## config.mk

```make
export PLATFORM = sky130hd
export DESIGN_NAME = ocg_top
export DESIGN_NICKNAME = d
export VERILOG_FILES = /design/src/design/ocg_pkg.sv /design/src/design/ocg_top.sv
export SDC_FILE = /design/constraint.sdc
export NUM_CORES = 1
export LEC_CHECK = 0
export ABC_AREA = 1
export BUFFER_PORTS_ARGS = -buffer_cell sky130_fd_sc_hd__buf_4
export CORE_ASPECT_RATIO = 0.5
export CORE_MARGIN = 2
export CORE_UTILIZATION = 60
export DETAILED_ROUTE_END_ITERATION = 16
export PLACE_DENSITY = 0.81
export SLEW_MARGIN = 15
export SYNTH_ARGS = -nofsm -noshare
export SYNTH_HDL_FRONTEND = slang
export SYNTH_SLANG_ARGS = --single-unit
export TNS_END_PERCENT = 100
```

## constraint.sdc

```tcl
create_clock -name pclk -period 4.7 [get_ports pclk]
set_input_delay 0.705 -clock pclk [delete_from_list [all_inputs] [get_ports pclk]]
set_output_delay 0.705 -clock pclk [all_outputs]
set_load 0.02 [all_outputs]
```

## src/design/ocg_pkg.sv

```systemverilog
// package: constants and types for the output clock gating block
package ocg_pkg;
    localparam int NUM_OUT        = 8;
    localparam int NUM_REF_PAIRS  = 6;
    localparam int CNT_W          = 8;
    localparam int DLY_W          = 16;
    localparam int EDGE_COUNT     = 2;
    localparam int PPS_TH_W       = 16;
    // apb register byte offsets
    localparam logic [7:0] ADDR_MODE_LO   = 8'h00;
    localparam logic [7:0] ADDR_MODE_HI   = 8'h04;
    localparam logic [7:0] ADDR_TRIG      = 8'h08;
    localparam logic [7:0] ADDR_STATUS    = 8'h0c;
    localparam logic [7:0] ADDR_PPS_TH    = 8'h10;
    localparam logic [7:0] ADDR_PPS_STAT  = 8'h14;
    localparam logic [7:0] ADDR_CNT_BASE  = 8'h20;
    localparam logic [7:0] ADDR_DLY_BASE  = 8'h40;
    // trigger register bit positions
    localparam int TRIG_REF_BIT   = 0;
    localparam int TRIG_SYNC_BIT  = 1;
    localparam int TRIG_RELOCK_BIT = 2;
    localparam logic [31:0] PPS_PERIOD_RESET = 32'h0ee6b280;
    localparam logic [31:0] RELOCK_LIMIT_RESET = 32'h1dcd6500;
    typedef enum logic [1:0]
    {
        OCG_MODE_PLAIN = 2'b00,
        OCG_MODE_REF   = 2'b01,
        OCG_MODE_PULSE = 2'b10,
        OCG_MODE_SYNC  = 2'b11
    } ocg_mode_t;
    typedef enum logic [1:0]
    {
        OCG_PPS_LOCKED = 2'b00,
        OCG_PPS_SNAP   = 2'b01,
        OCG_PPS_TUNE   = 2'b10
    } ocg_pps_t;
endpackage : ocg_pkg

```

## src/design/ocg_top.sv

```systemverilog
// output clock gating: reference, pulser, delayed start and fast relock
// Summary of operation
// - eight outputs, each with its own programmable functional mode.
// - outputs zero to five may each be chosen as reference outputs.
// - reference outputs come from an internal clock pre-aligned to the device clock.
// - reference output is the internal clock gated glitch free by the trigger.
// - output starts after two internal clock falling edges following trigger rise.
// - output stops after two internal clock falling edges following trigger fall.
// - pulser mode emits the per-output 8-bit count of pulses, 1 to 255.
// - pulser mode takes trigger from pin or register write.
// - delayed start emits first edge after programmed oscillator-period delay.
// - delayed start output stops glitch free two falling edges after trigger low.
// - delayed start trigger comes from pin or register write.
// - one pulse per second output relocks within two seconds on phase jump.
// - high-frequency output holds phase during snap, released after a single one-cycle tune state.
// - relock triggers by threshold detection, pin, or register write.
`timescale 1ns/10ps
module ocg_top
    import ocg_pkg::*;
#(
    parameter int          NOUT        = ocg_pkg::NUM_OUT,
    parameter logic [31:0] PPS_PERIOD  = ocg_pkg::PPS_PERIOD_RESET,
    parameter logic [31:0] RELOCK_LIM  = ocg_pkg::RELOCK_LIMIT_RESET
)
(
    // apb
    input  wire logic              pclk,
    input  wire logic              presetn,
    input  wire logic              psel,
    input  wire logic              penable,
    input  wire logic              pwrite,
    input  wire logic [7:0]        paddr,
    input  wire logic [31:0]       pwdata,
    output logic      [31:0]       prdata,
    output logic                   pready,
    output logic                   pslverr,
    // clocks and pins, sampled synchronously to pclk
    input  wire logic              pll_oscillator_clk,
    input  wire logic [NOUT-1:0]   div_clk,
    input  wire logic              ref_trig_pin,
    input  wire logic              sync_trig_pin,
    input  wire logic              relock_trig_pin,
    input  wire logic              one_pulse_per_second_in,
    input  wire logic [15:0]       pps_phase_err,
    // outputs
    output logic      [NOUT-1:0]   clk_out,
    output logic                   one_pulse_per_second_out,
    output logic                   hf_phase_hold
);
    import ocg_pkg::*;

    function automatic logic [31:0] apb_sel(input logic [7:0] a, input logic [7:0] b);
        apb_sel = (a == b) ? 32'h0000_0001 : 32'h0000_0000;
    endfunction : apb_sel

    // registers
    logic [2*NOUT-1:0]  mode_q,    mode_d;
    logic [2:0]         trig_q,    trig_d;
    logic [CNT_W-1:0]   cnt_q [NOUT];
    logic [CNT_W-1:0]   cnt_d [NOUT];
    logic [DLY_W-1:0]   dly_q [NOUT];
    logic [DLY_W-1:0]   dly_d [NOUT];
    logic [PPS_TH_W-1:0] th_q,     th_d;
    logic [31:0]        prdata_q,  prdata_d;
    logic               pslverr_q, pslverr_d;
    logic               pready_q,  pready_d;

    logic               acc;
    logic [NOUT-1:0]    active;
    logic [1:0]         pps_state;

    assign acc = psel && penable && !pready_q;

    always_comb
    begin
        mode_d    = mode_q;
        trig_d    = trig_q;
        th_d      = th_q;
        cnt_d     = cnt_q;
        dly_d     = dly_q;
        prdata_d  = prdata_q;
        pslverr_d = 1'b0;
        pready_d  = acc;
        if (acc)
        begin
            pslverr_d = 1'b0;
            prdata_d  = 32'h0000_0000;
            if (paddr == ADDR_MODE_LO)
            begin
                if (pwrite) mode_d[7:0] = pwdata[7:0];
                prdata_d = {24'h000000, mode_q[7:0]};
            end
            else if (paddr == ADDR_MODE_HI)
            begin
                if (pwrite) mode_d[2*NOUT-1:8] = pwdata[2*NOUT-9:0];
                prdata_d = {{(40-2*NOUT){1'b0}}, mode_q[2*NOUT-1:8]};
            end
            else if (paddr == ADDR_TRIG)
            begin
                if (pwrite) trig_d = pwdata[2:0];
                prdata_d = {29'h0, trig_q};
            end
            else if (paddr == ADDR_STATUS)
                prdata_d = {{(32-NOUT){1'b0}}, active};
            else if (paddr == ADDR_PPS_TH)
            begin
                if (pwrite) th_d = pwdata[PPS_TH_W-1:0];
                prdata_d = {16'h0000, th_q};
            end
            else if (paddr == ADDR_PPS_STAT)
                prdata_d = {29'h0, hf_phase_hold, pps_state};
            else if (paddr >= ADDR_CNT_BASE && paddr < ADDR_CNT_BASE + 8'(4*NOUT))
            begin
                if (pwrite) cnt_d[paddr[4:2]] = pwdata[CNT_W-1:0];
                prdata_d = {24'h000000, cnt_q[paddr[4:2]]};
            end
            else if (paddr >= ADDR_DLY_BASE && paddr < ADDR_DLY_BASE + 8'(4*NOUT))
            begin
                if (pwrite) dly_d[paddr[4:2]] = pwdata[DLY_W-1:0];
                prdata_d = {16'h0000, dly_q[paddr[4:2]]};
            end
            else
                pslverr_d = 1'b1;
        end
    end

    always_ff @(posedge pclk or negedge presetn)
    begin
        if (!presetn)
        begin
            mode_q    <= '0;
            trig_q    <= '0;
            th_q      <= '0;
            prdata_q  <= '0;
            pslverr_q <= 1'b0;
            pready_q  <= 1'b0;
            for (int i = 0; i < NOUT; i++)
            begin
                cnt_q[i] <= 8'h01;
                dly_q[i] <= '0;
            end
        end
        else
        begin
            mode_q    <= mode_d;
            trig_q    <= trig_d;
            th_q      <= th_d;
            prdata_q  <= prdata_d;
            pslverr_q <= pslverr_d;
            pready_q  <= pready_d;
            cnt_q     <= cnt_d;
            dly_q     <= dly_d;
        end
    end

    assign prdata  = prdata_q;
    assign pready  = pready_q;
    assign pslverr = pslverr_q;

    // combined triggers, two-flop synchronisers
    logic [2:0] trig_raw, sync1_q, sync2_q;
    assign trig_raw = {relock_trig_pin | trig_q[TRIG_RELOCK_BIT],
                       sync_trig_pin   | trig_q[TRIG_SYNC_BIT],
                       ref_trig_pin    | trig_q[TRIG_REF_BIT]};
    always_ff @(posedge pclk or negedge presetn)
    begin
        if (!presetn)
        begin
            sync1_q <= '0;
            sync2_q <= '0;
        end
        else
        begin
            sync1_q <= trig_raw;
            sync2_q <= sync1_q;
        end
    end

    // per-output gating; divided clocks are sampled by pclk
    logic [NOUT-1:0] prev_q, out_q;
    logic [NOUT-1:0] prev_d, out_d;
    genvar g;
    generate
        for (g = 0; g < NOUT; g++)
        begin : g_out
            logic [1:0]        ne_q,  ne_d;
            logic              en_q,  en_d;
            logic [CNT_W-1:0]  pc_q,  pc_d;
            logic [DLY_W-1:0]  dc_q,  dc_d;
            logic              dgo_q, dgo_d;
            logic              osc_q;
            logic [1:0]        md;
            logic              trg, fall, rise;
            assign md   = (g < NUM_REF_PAIRS || mode_q[2*g +: 2] == OCG_MODE_SYNC
                           || mode_q[2*g +: 2] == OCG_MODE_PLAIN)
                          ? mode_q[2*g +: 2] : OCG_MODE_PLAIN;
            assign trg  = (md == OCG_MODE_SYNC) ? sync2_q[TRIG_SYNC_BIT]
                                                 : sync2_q[TRIG_REF_BIT];
            assign fall = prev_q[g] && !div_clk[g];
            assign rise = !prev_q[g] && div_clk[g];
            always_ff @(posedge pclk or negedge presetn)
            begin
                if (!presetn) osc_q <= 1'b0;
                else          osc_q <= pll_oscillator_clk;
            end
            always_comb
            begin
                ne_d  = ne_q;
                en_d  = en_q;
                pc_d  = pc_q;
                dc_d  = dc_q;
                dgo_d = dgo_q;
                if (md == OCG_MODE_PLAIN)
                begin
                    en_d = 1'b1;
                    ne_d = 2'd0;
                end
                else if (md == OCG_MODE_SYNC && trg && !dgo_q)
                begin
                    // delay counted in oscillator rising edges seen by pclk
                    if (osc_q != pll_oscillator_clk && pll_oscillator_clk)
                        dc_d = dc_q + 16'h0001;
                    if (dc_q >= dly_q[g])
                    begin
                        dgo_d = 1'b1;
                        en_d  = 1'b1;
                    end
                end
                else if (trg != en_q && fall && !(md == OCG_MODE_PULSE && dgo_q))
                begin
                    // switch only at falling edges so no runt pulse escapes
                    ne_d = ne_q + 2'd1;
                    if (ne_q + 2'd1 == 2'(EDGE_COUNT))
                    begin
                        en_d = trg && !(md == OCG_MODE_PULSE && cnt_q[g] == '0);
                        ne_d = 2'd0;
                        pc_d = cnt_q[g];
                        dgo_d = (md == OCG_MODE_PULSE) && trg; // one burst per trigger
                    end
                end
                else if (trg == en_q)
                    ne_d = 2'd0;
                if (md == OCG_MODE_PULSE && en_q && fall && pc_q != 8'h00)
                begin
                    pc_d = pc_q - 8'h01;
                    if (pc_q == 8'h01) en_d = 1'b0;
                end
                if (md == OCG_MODE_PULSE && !trg && pc_q == 8'h00)
                    en_d = 1'b0;
                if (!trg)
                begin
                    dgo_d = 1'b0;
                    dc_d  = '0;
                end
            end
            always_ff @(posedge pclk or negedge presetn)
            begin
                if (!presetn)
                begin
                    ne_q  <= '0;
                    en_q  <= 1'b0;
                    pc_q  <= '0;
                    dc_q  <= '0;
                    dgo_q <= 1'b0;
                end
                else
                begin
                    ne_q  <= ne_d;
                    en_q  <= en_d;
                    pc_q  <= pc_d;
                    dc_q  <= dc_d;
                    dgo_q <= dgo_d;
                end
            end
            assign prev_d[g] = div_clk[g];
            assign out_d[g]  = en_q ? div_clk[g] : 1'b0;
            assign active[g] = en_q;
        end
    endgenerate

    always_ff @(posedge pclk or negedge presetn)
    begin
        if (!presetn)
        begin
            prev_q <= '0;
            out_q  <= '0;
        end
        else
        begin
            prev_q <= prev_d;
            out_q  <= out_d;
        end
    end
    assign clk_out = out_q;

    // fast relock of the one pulse per second loop
    ocg_pps_t   st_q, st_d;
    logic [31:0] ph_q, ph_d, rl_q, rl_d;
    logic        pps_prev_q, pout_q, pout_d, hold_q, hold_d;
    logic        pps_rise, jump;
    assign pps_rise = one_pulse_per_second_in && !pps_prev_q;
    assign jump = (pps_phase_err[15] ? (16'(-pps_phase_err) >= th_q)
                                     : (pps_phase_err >= th_q)) && th_q != 16'h0000;
    always_comb
    begin
        st_d   = st_q;
        ph_d   = (ph_q + 32'h1 >= PPS_PERIOD) ? 32'h0 : ph_q + 32'h1;
        rl_d   = rl_q;
        pout_d = (ph_q < (PPS_PERIOD >> 1));
        hold_d = hold_q;
        case (st_q)
            OCG_PPS_LOCKED:
            begin
                hold_d = 1'b0;
                if (jump || sync2_q[TRIG_RELOCK_BIT])
                begin
                    st_d   = OCG_PPS_SNAP;
                    rl_d   = '0;
                    hold_d = 1'b1;
                end
            end
            OCG_PPS_SNAP:
            begin
                rl_d = rl_q + 32'h1;
                if (pps_rise || rl_q >= RELOCK_LIM)
                begin
                    ph_d = '0;
                    st_d = OCG_PPS_TUNE;
                end
            end
            OCG_PPS_TUNE:
            begin
                hold_d = 1'b0;
                st_d   = OCG_PPS_LOCKED;
            end
            default: st_d = OCG_PPS_LOCKED;
        endcase
    end
    always_ff @(posedge pclk or negedge presetn)
    begin
        if (!presetn)
        begin
            st_q       <= OCG_PPS_LOCKED;
            ph_q       <= '0;
            rl_q       <= '0;
            pps_prev_q <= 1'b0;
            pout_q     <= 1'b0;
            hold_q     <= 1'b0;
        end
        else
        begin
            st_q       <= st_d;
            ph_q       <= ph_d;
            rl_q       <= rl_d;
            pps_prev_q <= one_pulse_per_second_in;
            pout_q     <= pout_d;
            hold_q     <= hold_d;
        end
    end
    assign pps_state = st_q;
    assign one_pulse_per_second_out = pout_q;
    assign hf_phase_hold = hold_q;
endmodule : ocg_top

```

[Yosys cells after proc, flatten, opt, wreduce, memory -nomap -nowiden]
Cells that the tools add are included.
Operators by class
  $add $sub $neg: 27
  order comparisons: 19
  equal/unequal tests: 132
  muxes and demuxes: 282
  bitwise gates (word level): 11
  reduce and logical (&&, ||, !) cells: 269
Operator list (count)
  16-bit 2-to-1 mux: 43
  8-bit 2-to-1 mux: 43
  16-bit greater-or-equal comparator: 10
  1-bit 2-to-1 mux: 139
  8-bit zero test: 17
  16-bit by 1-bit adder with 16-bit output, second input constant: 8
  128-bit bitwise mux: 1
  32-bit 2-to-1 mux: 4
  1-bit logical AND: 120
  2-bit 2-to-1 mux: 44
  4-bit AND reduction: 17
  32-bit by 1-bit adder with 32-bit output, second input constant: 2
  64-bit bitwise mux: 1
  8-bit by 1-bit == test with 1-bit output, second input constant: 8
  2-bit by 1-bit inequality test with 1-bit output, second input constant: 32
  32-bit case mux with 2 select lines: 1
  8-bit nonzero test: 8
  8-bit by 1-bit subtractor with 8-bit output, second input constant: 8
  2-bit == test, second input constant: 27
  16-bit binary-select mux with 3-bit select: 1
  16-bit demux with 3-bit select: 1
  3-bit by 1-bit inequality test with 1-bit output, second input constant: 16
  1-bit zero test: 42
  2-bit inequality test, second input constant: 18
  35 further kinds: 129
Storage, ports and cells
  register bits: 577
  bits of input ports: 74
  output and inout port bits: 44
  logic and storage cells: 814

[Logic depth before layout (Yosys ltp)]
  word-level depth: 14
  mapped depth: 24
  gate-level depth less buffers: 23

[Worst setup path before layout]
No wires, ideal clock.
  path type: input -> register
  start: input pps_phase_err[0]
  end: register rl_q[17]
  arrival time: 3.526 ns
  data required time: 4.580 ns
  path slack: 1.054 ns
  cell stages on the path: 22
  cells stage by stage: inv_1 ha_1 nand3_1 nor3_1 nor3b_1 nand3b_1 nor4_1 xor2_1 inv_1 ha_1 nand2_1 inv_1 nand3_1 nor3_1 nand3_1 nand4_1 nand3_1 nand2_1 nand2_1 clkbuf_1 inv_1 nor2_1
Between the ends
  longest elaborated chain between the ends: 7
RTL lines
  start: declaration: RTL line ocg_top.sv:44  | input wire logic [15:0] pps_phase_err,
  16-bit negation: RTL line ocg_top.sv:302  | assign jump = (pps_phase_err[15] ? (16'(-pps_phase_err) >= th_q)
  16-bit greater-or-equal comparator: RTL line ocg_top.sv:302
  1-bit 2-to-1 mux (*): RTL line ocg_top.sv:302
  1-bit logical AND (*): RTL line ocg_top.sv:303  | : (pps_phase_err >= th_q)) && th_q != 16'h0000;
  1-bit logical OR (*): RTL line ocg_top.sv:315  | if (jump || sync2_q[TRIG_RELOCK_BIT])
  2-bit inequality test (no source line) (*)
  2-bit AND reduction (no source line) (*)
  end signal: assignment: RTL line ocg_top.sv:354  | rl_q <= rl_d;
  end: declaration: RTL line ocg_top.sv:298  | logic [31:0] ph_q, ph_d, rl_q, rl_d;
Mark *: on every way between the ends. The rest lies on a longest branch, timed or not.
A chain may end at the register's enable or synchronous reset.

[Worst setup path in the final report]
Ends and elaborated chain as after synthesis.

==> results.json <==
{
  "drc": 0,
  "synthAdderAreaFrac_pct": 7.31,
  "drive_gt1_share_pct": 6.43,
  "antenna_left": 0,
  "grt_pass1_vias": 28500,
  "drt_wl_total_um": 95300,
  "rsz0062_at_grt": "no",
  "yosysSeqAreaShare_pct": 42.2,
  "rows": 60,
  "cp-start-kind": "input port",
  "p_sw_share_pct": 28.7,
  "grt_first_pass_wirelength_um": 152000,
  "synth-seq-cells": 545,
  "period_minus_slack_ns": 3.89,
  "p_int_w": 0.00784,
  "cp.arrival_ns": 4.38,
  "die_w_um": 332,
  "wl_per_cell_um": 18.9,
  "postCtsHoldBufs": 0,
  "switchingPower_w": 0.00315,
  "power_frac_comb_pct": 13.5,
  "setup_tns_ns": 0,
  "drtPass1Iterations": 7,
  "status": "finished, final reports clean",
  "use_met3_pct": 9.57,
  "critical_path_class": "in -> reg",
  "maxSlewHeadroom_pct": 18.5,
  "cts-root-buf": "clkbuf_16",
  "synth_top_family_by_area": "simple AND/OR/NAND/NOR gates",
  "cp-end-kind": "register",
  "fmax_ghz": 0.257,
  "port_buffers": 85,
  "drt_iter0_drc": 3501,
  "finalCritPeriodShare_pct": 82.8,
  "h-tree-depth": 2,
  "post_cts.repair.setup_buffers": 0,
  "cpPeakStageDelay_ns": 0.49,
  "powerDensity_nw_per_um2": 311,
  "post-dp-hpwl_um": 69700,
  "power_leakage_nw": 16.5,
  "post-place-ws_ns": 0.297,
  "grt_max_degree": 123,
  "final_hold_viol_count": 0,
  "grtUsageTotal_pct": 34.2,
  "core_region_area_um2": 53500,
  "start_util_pct": 60.4,
  "avgViaCountPerCell": 5.95,
  "floorplan.die_area_um2": 55900,
  "cts_buffers": 51,
  "syn-mean-instance-area_um2": 7.65,
  "worst_pin_slew_ns": 1.22,
  "cts_sinks": 545,
  "skew_ns": 0.0288,
  "muxShareOfSynthArea_pct": 0,
  "cts_tree": "yes",
  "nNetsFinal": 4550,
  "met2_usage_pct": 51.9,
  "cp_top_family": "simple AND/OR/NAND/NOR gates",
  "hold_path.class": "in -> async",
  "cap_violations": 0,
  "clk_pin_slew_ns": 0.07,
  "finalSetupViolCount": 0,
  "worst_slack_ns": 0.806,
  "drv_slew": 0,
  "async_flop_share_pct": 100,
  "syn_area_um2": 32400,
  "grt-busiest-layer": "met2",
  "clock_path_buffers": 3,
  "synth-simple-area-share_pct": 25.0,
  "cts_resized": 0,
  "synth-edff-count": 0,
  "die_h_um": 168,
  "clk_latency_ns": 0.61,
  "antenna_found_initial": 2,
  "finalWeightedCongestion": 1.02,
  "synth_xor_xnor_area_share_pct": 2.08,
  "cp_cell_sequence": "buf_4 -> inv_1 -> ha_1 -> nand3_1 -> nor3_1 -> nor3b_1 -> nand3b_1 -> nor4_1 -> xor2_1 -> inv_1 -> ha_1 -> nand2_1 -> inv_1 -> nand3_1 -> nor3_1 -> nand3_1 -> nand4_1 -> nand3_1 -> nand2_1 -> nand2_1 -> buf_12 -> inv_1 -> nor2_1",
  "p_clk_share_pct": 39.8,
  "path_max_fanout": 30,
  "vias": 30000,
  "netlist_instances": 4230,
  "cp.required_ns": 5.19,
  "path_buf_inv": 6,
  "yosys.cell_types.count": 57,
  "pin_count": 118,
  "nFillCells": 4427,
  "vdd.ir_drop.worst_uv": 274,
  "synth_compound_area_share_pct": 14.5,
  "area_growth_pct": 9.25,
  "overflow": 0,
  "grt_util_met1_pct": 46.9,
  "synth_warnings": 0,
  "pwr-share-seq_pct": 46.7,
  "worst_path_max_delay_cell": "nor3b_1",
  "synth_ff_type": "dfrtp_1"
}
[per-layer routing]
| metal | wire length (µm) | vias up |
|---|---|---|
| li1 | - | 14100 |
| met1 | 39000 | 14100 |
| met2 | 40600 | 1498 |
| met3 | 11900 | 257 |
| met4 | 3850 | 0 |
| met5 | 0 | - |
[cells in the final DEF (no fill, tap or decap), types with 101 or more instances in the layout]
| cell type | n |
|---|---|
| inv_1 | 590 |
| dfrtp_1 | 537 |
| a21oi_1 | 239 |
| nand3_1 | 269 |
| o21ai_1 | 121 |
| nand2_1 | 932 |
| nor2_1 | 374 |
| ha_1 | 189 |
| o21ai_0 | 263 |
| buf_4 | 101 |
[cells by family after synthesis]
family | count (synthesis)
AND/OR/NAND/NOR | 1853
XOR/XNOR | 77
AO/OA/AOI/OAI | 834
flip-flops | 545
adder cells (fa/ha/maj) | 189
buffers and inverters | 731
other | 1
[layout make-up]
cell class	count	area [µm²]	area share, %
Antenna cell	2	5.00	0.0142
Clock buffer	69	1440	4.06
Clock inverter	22	270	0.765
Inverter	608	2280	6.46
Multi-Input combinational cell	2973	15900	45.0
Sequential cell	545	13600	38.6
Tap cell	713	892	2.52
Timing Repair Buffer	108	893	2.53
[stage by stage]
| stage | utilization (%) | instance area (µm²) | hold slack (ns) | total power, W | cells |
|---|---|---|---|---|---|
| final | 66.0 | 35400 | 0.0941 | 0.0110 | 5040 |
| after global routing | 66.0 | 35300 | 0.129 | 0.0114 | 5038 |
| after CTS | 66.0 | 35300 | 0.113 | 0.0110 | 5038 |
| after detailed placement | 62.8 | 33600 | 0.336 | 0.00666 | 4947 |
| after global placement | 62.8 | 33600 | 0.335 | 0.00658 | 4947 |
| after floorplan | - | 32400 | 0.331 | 0.00603 | 4249 |
[synthesized netlist by cell type (10+ instances only)]
| cell | instances | area [µm²] |
|---|---|---|
| a21oi_1 | 239 | 1200 |
| a31oi_1 | 13 | 81.3 |
| buf_2 | 26 | 130 |
| buf_4 | 18 | 135 |
| clkbuf_1 | 72 | 270 |
| dfrtp_1 | 537 | 13400 |
| ha_1 | 189 | 2360 |
| inv_1 | 590 | 2210 |
| inv_2 | 10 | 37.5 |
| nand2_1 | 932 | 3500 |
| nand3_1 | 269 | 1350 |
| nand3_2 | 11 | 110 |
| nand4_1 | 57 | 357 |
| nor2_1 | 375 | 1410 |
| nor2_2 | 12 | 75.1 |
| nor3_1 | 100 | 500 |
| nor3_2 | 13 | 130 |
| nor3b_1 | 11 | 82.6 |
| nor4_1 | 45 | 282 |
| o2111ai_1 | 15 | 131 |
| o211ai_1 | 33 | 248 |
| o21ai_0 | 263 | 1320 |
| o21ai_1 | 121 | 606 |
| o221ai_1 | 15 | 131 |
| o22ai_1 | 63 | 394 |
| o31ai_1 | 27 | 203 |
| xnor2_1 | 29 | 254 |
| xor2_1 | 48 | 420 |
[path summary, 6_finish.rpt]
kind | slack [ns] | start | to | cells past startpoint
max | 0.81 | pps_phase_err[0] | rl_q[17]$_DFFE_PN0P_ | 23
min | 0.09 | presetn | clk_out[3]$_DFF_PN0_ | 1
max reg2reg | 1.45 | mode_q[3]$_DFFE_PN0P_ | g_out[1].pc_q[7]$_DFFE_PN0P_ | 11
min reg2reg | 0.35 | sync1_q[0]$_DFF_PN0_ | sync2_q[0]$_DFF_PN0_ | 0
max in group asynchronous | 3.48 | presetn | g_out[4].dc_q[8]$_DFFE_PN0P_ | 2
min in group pclk | 0.21 | pll_oscillator_clk | g_out[7].osc_q$_DFF_PN0_ | 1
[registers in the layout (all words and copies together) (netlist names), 32 cells and up]
name,count
g_out.dc_q,128
rl_q,32
cnt_q,64
g_out.pc_q,48
dly_q,128
ph_q,32
[power by group through the flow]
stage	sequential [W]	combinational [W]	clock, W
after floorplan	0.00514	0.000891	0
after global placement	0.00520	0.00139	0
after detailed placement	0.00521	0.00145	0
after CTS	0.00512	0.00146	0.00439
after global routing	0.00515	0.00165	0.00456
final	0.00514	0.00148	0.00437
Power figures use the tool's default switching activity.
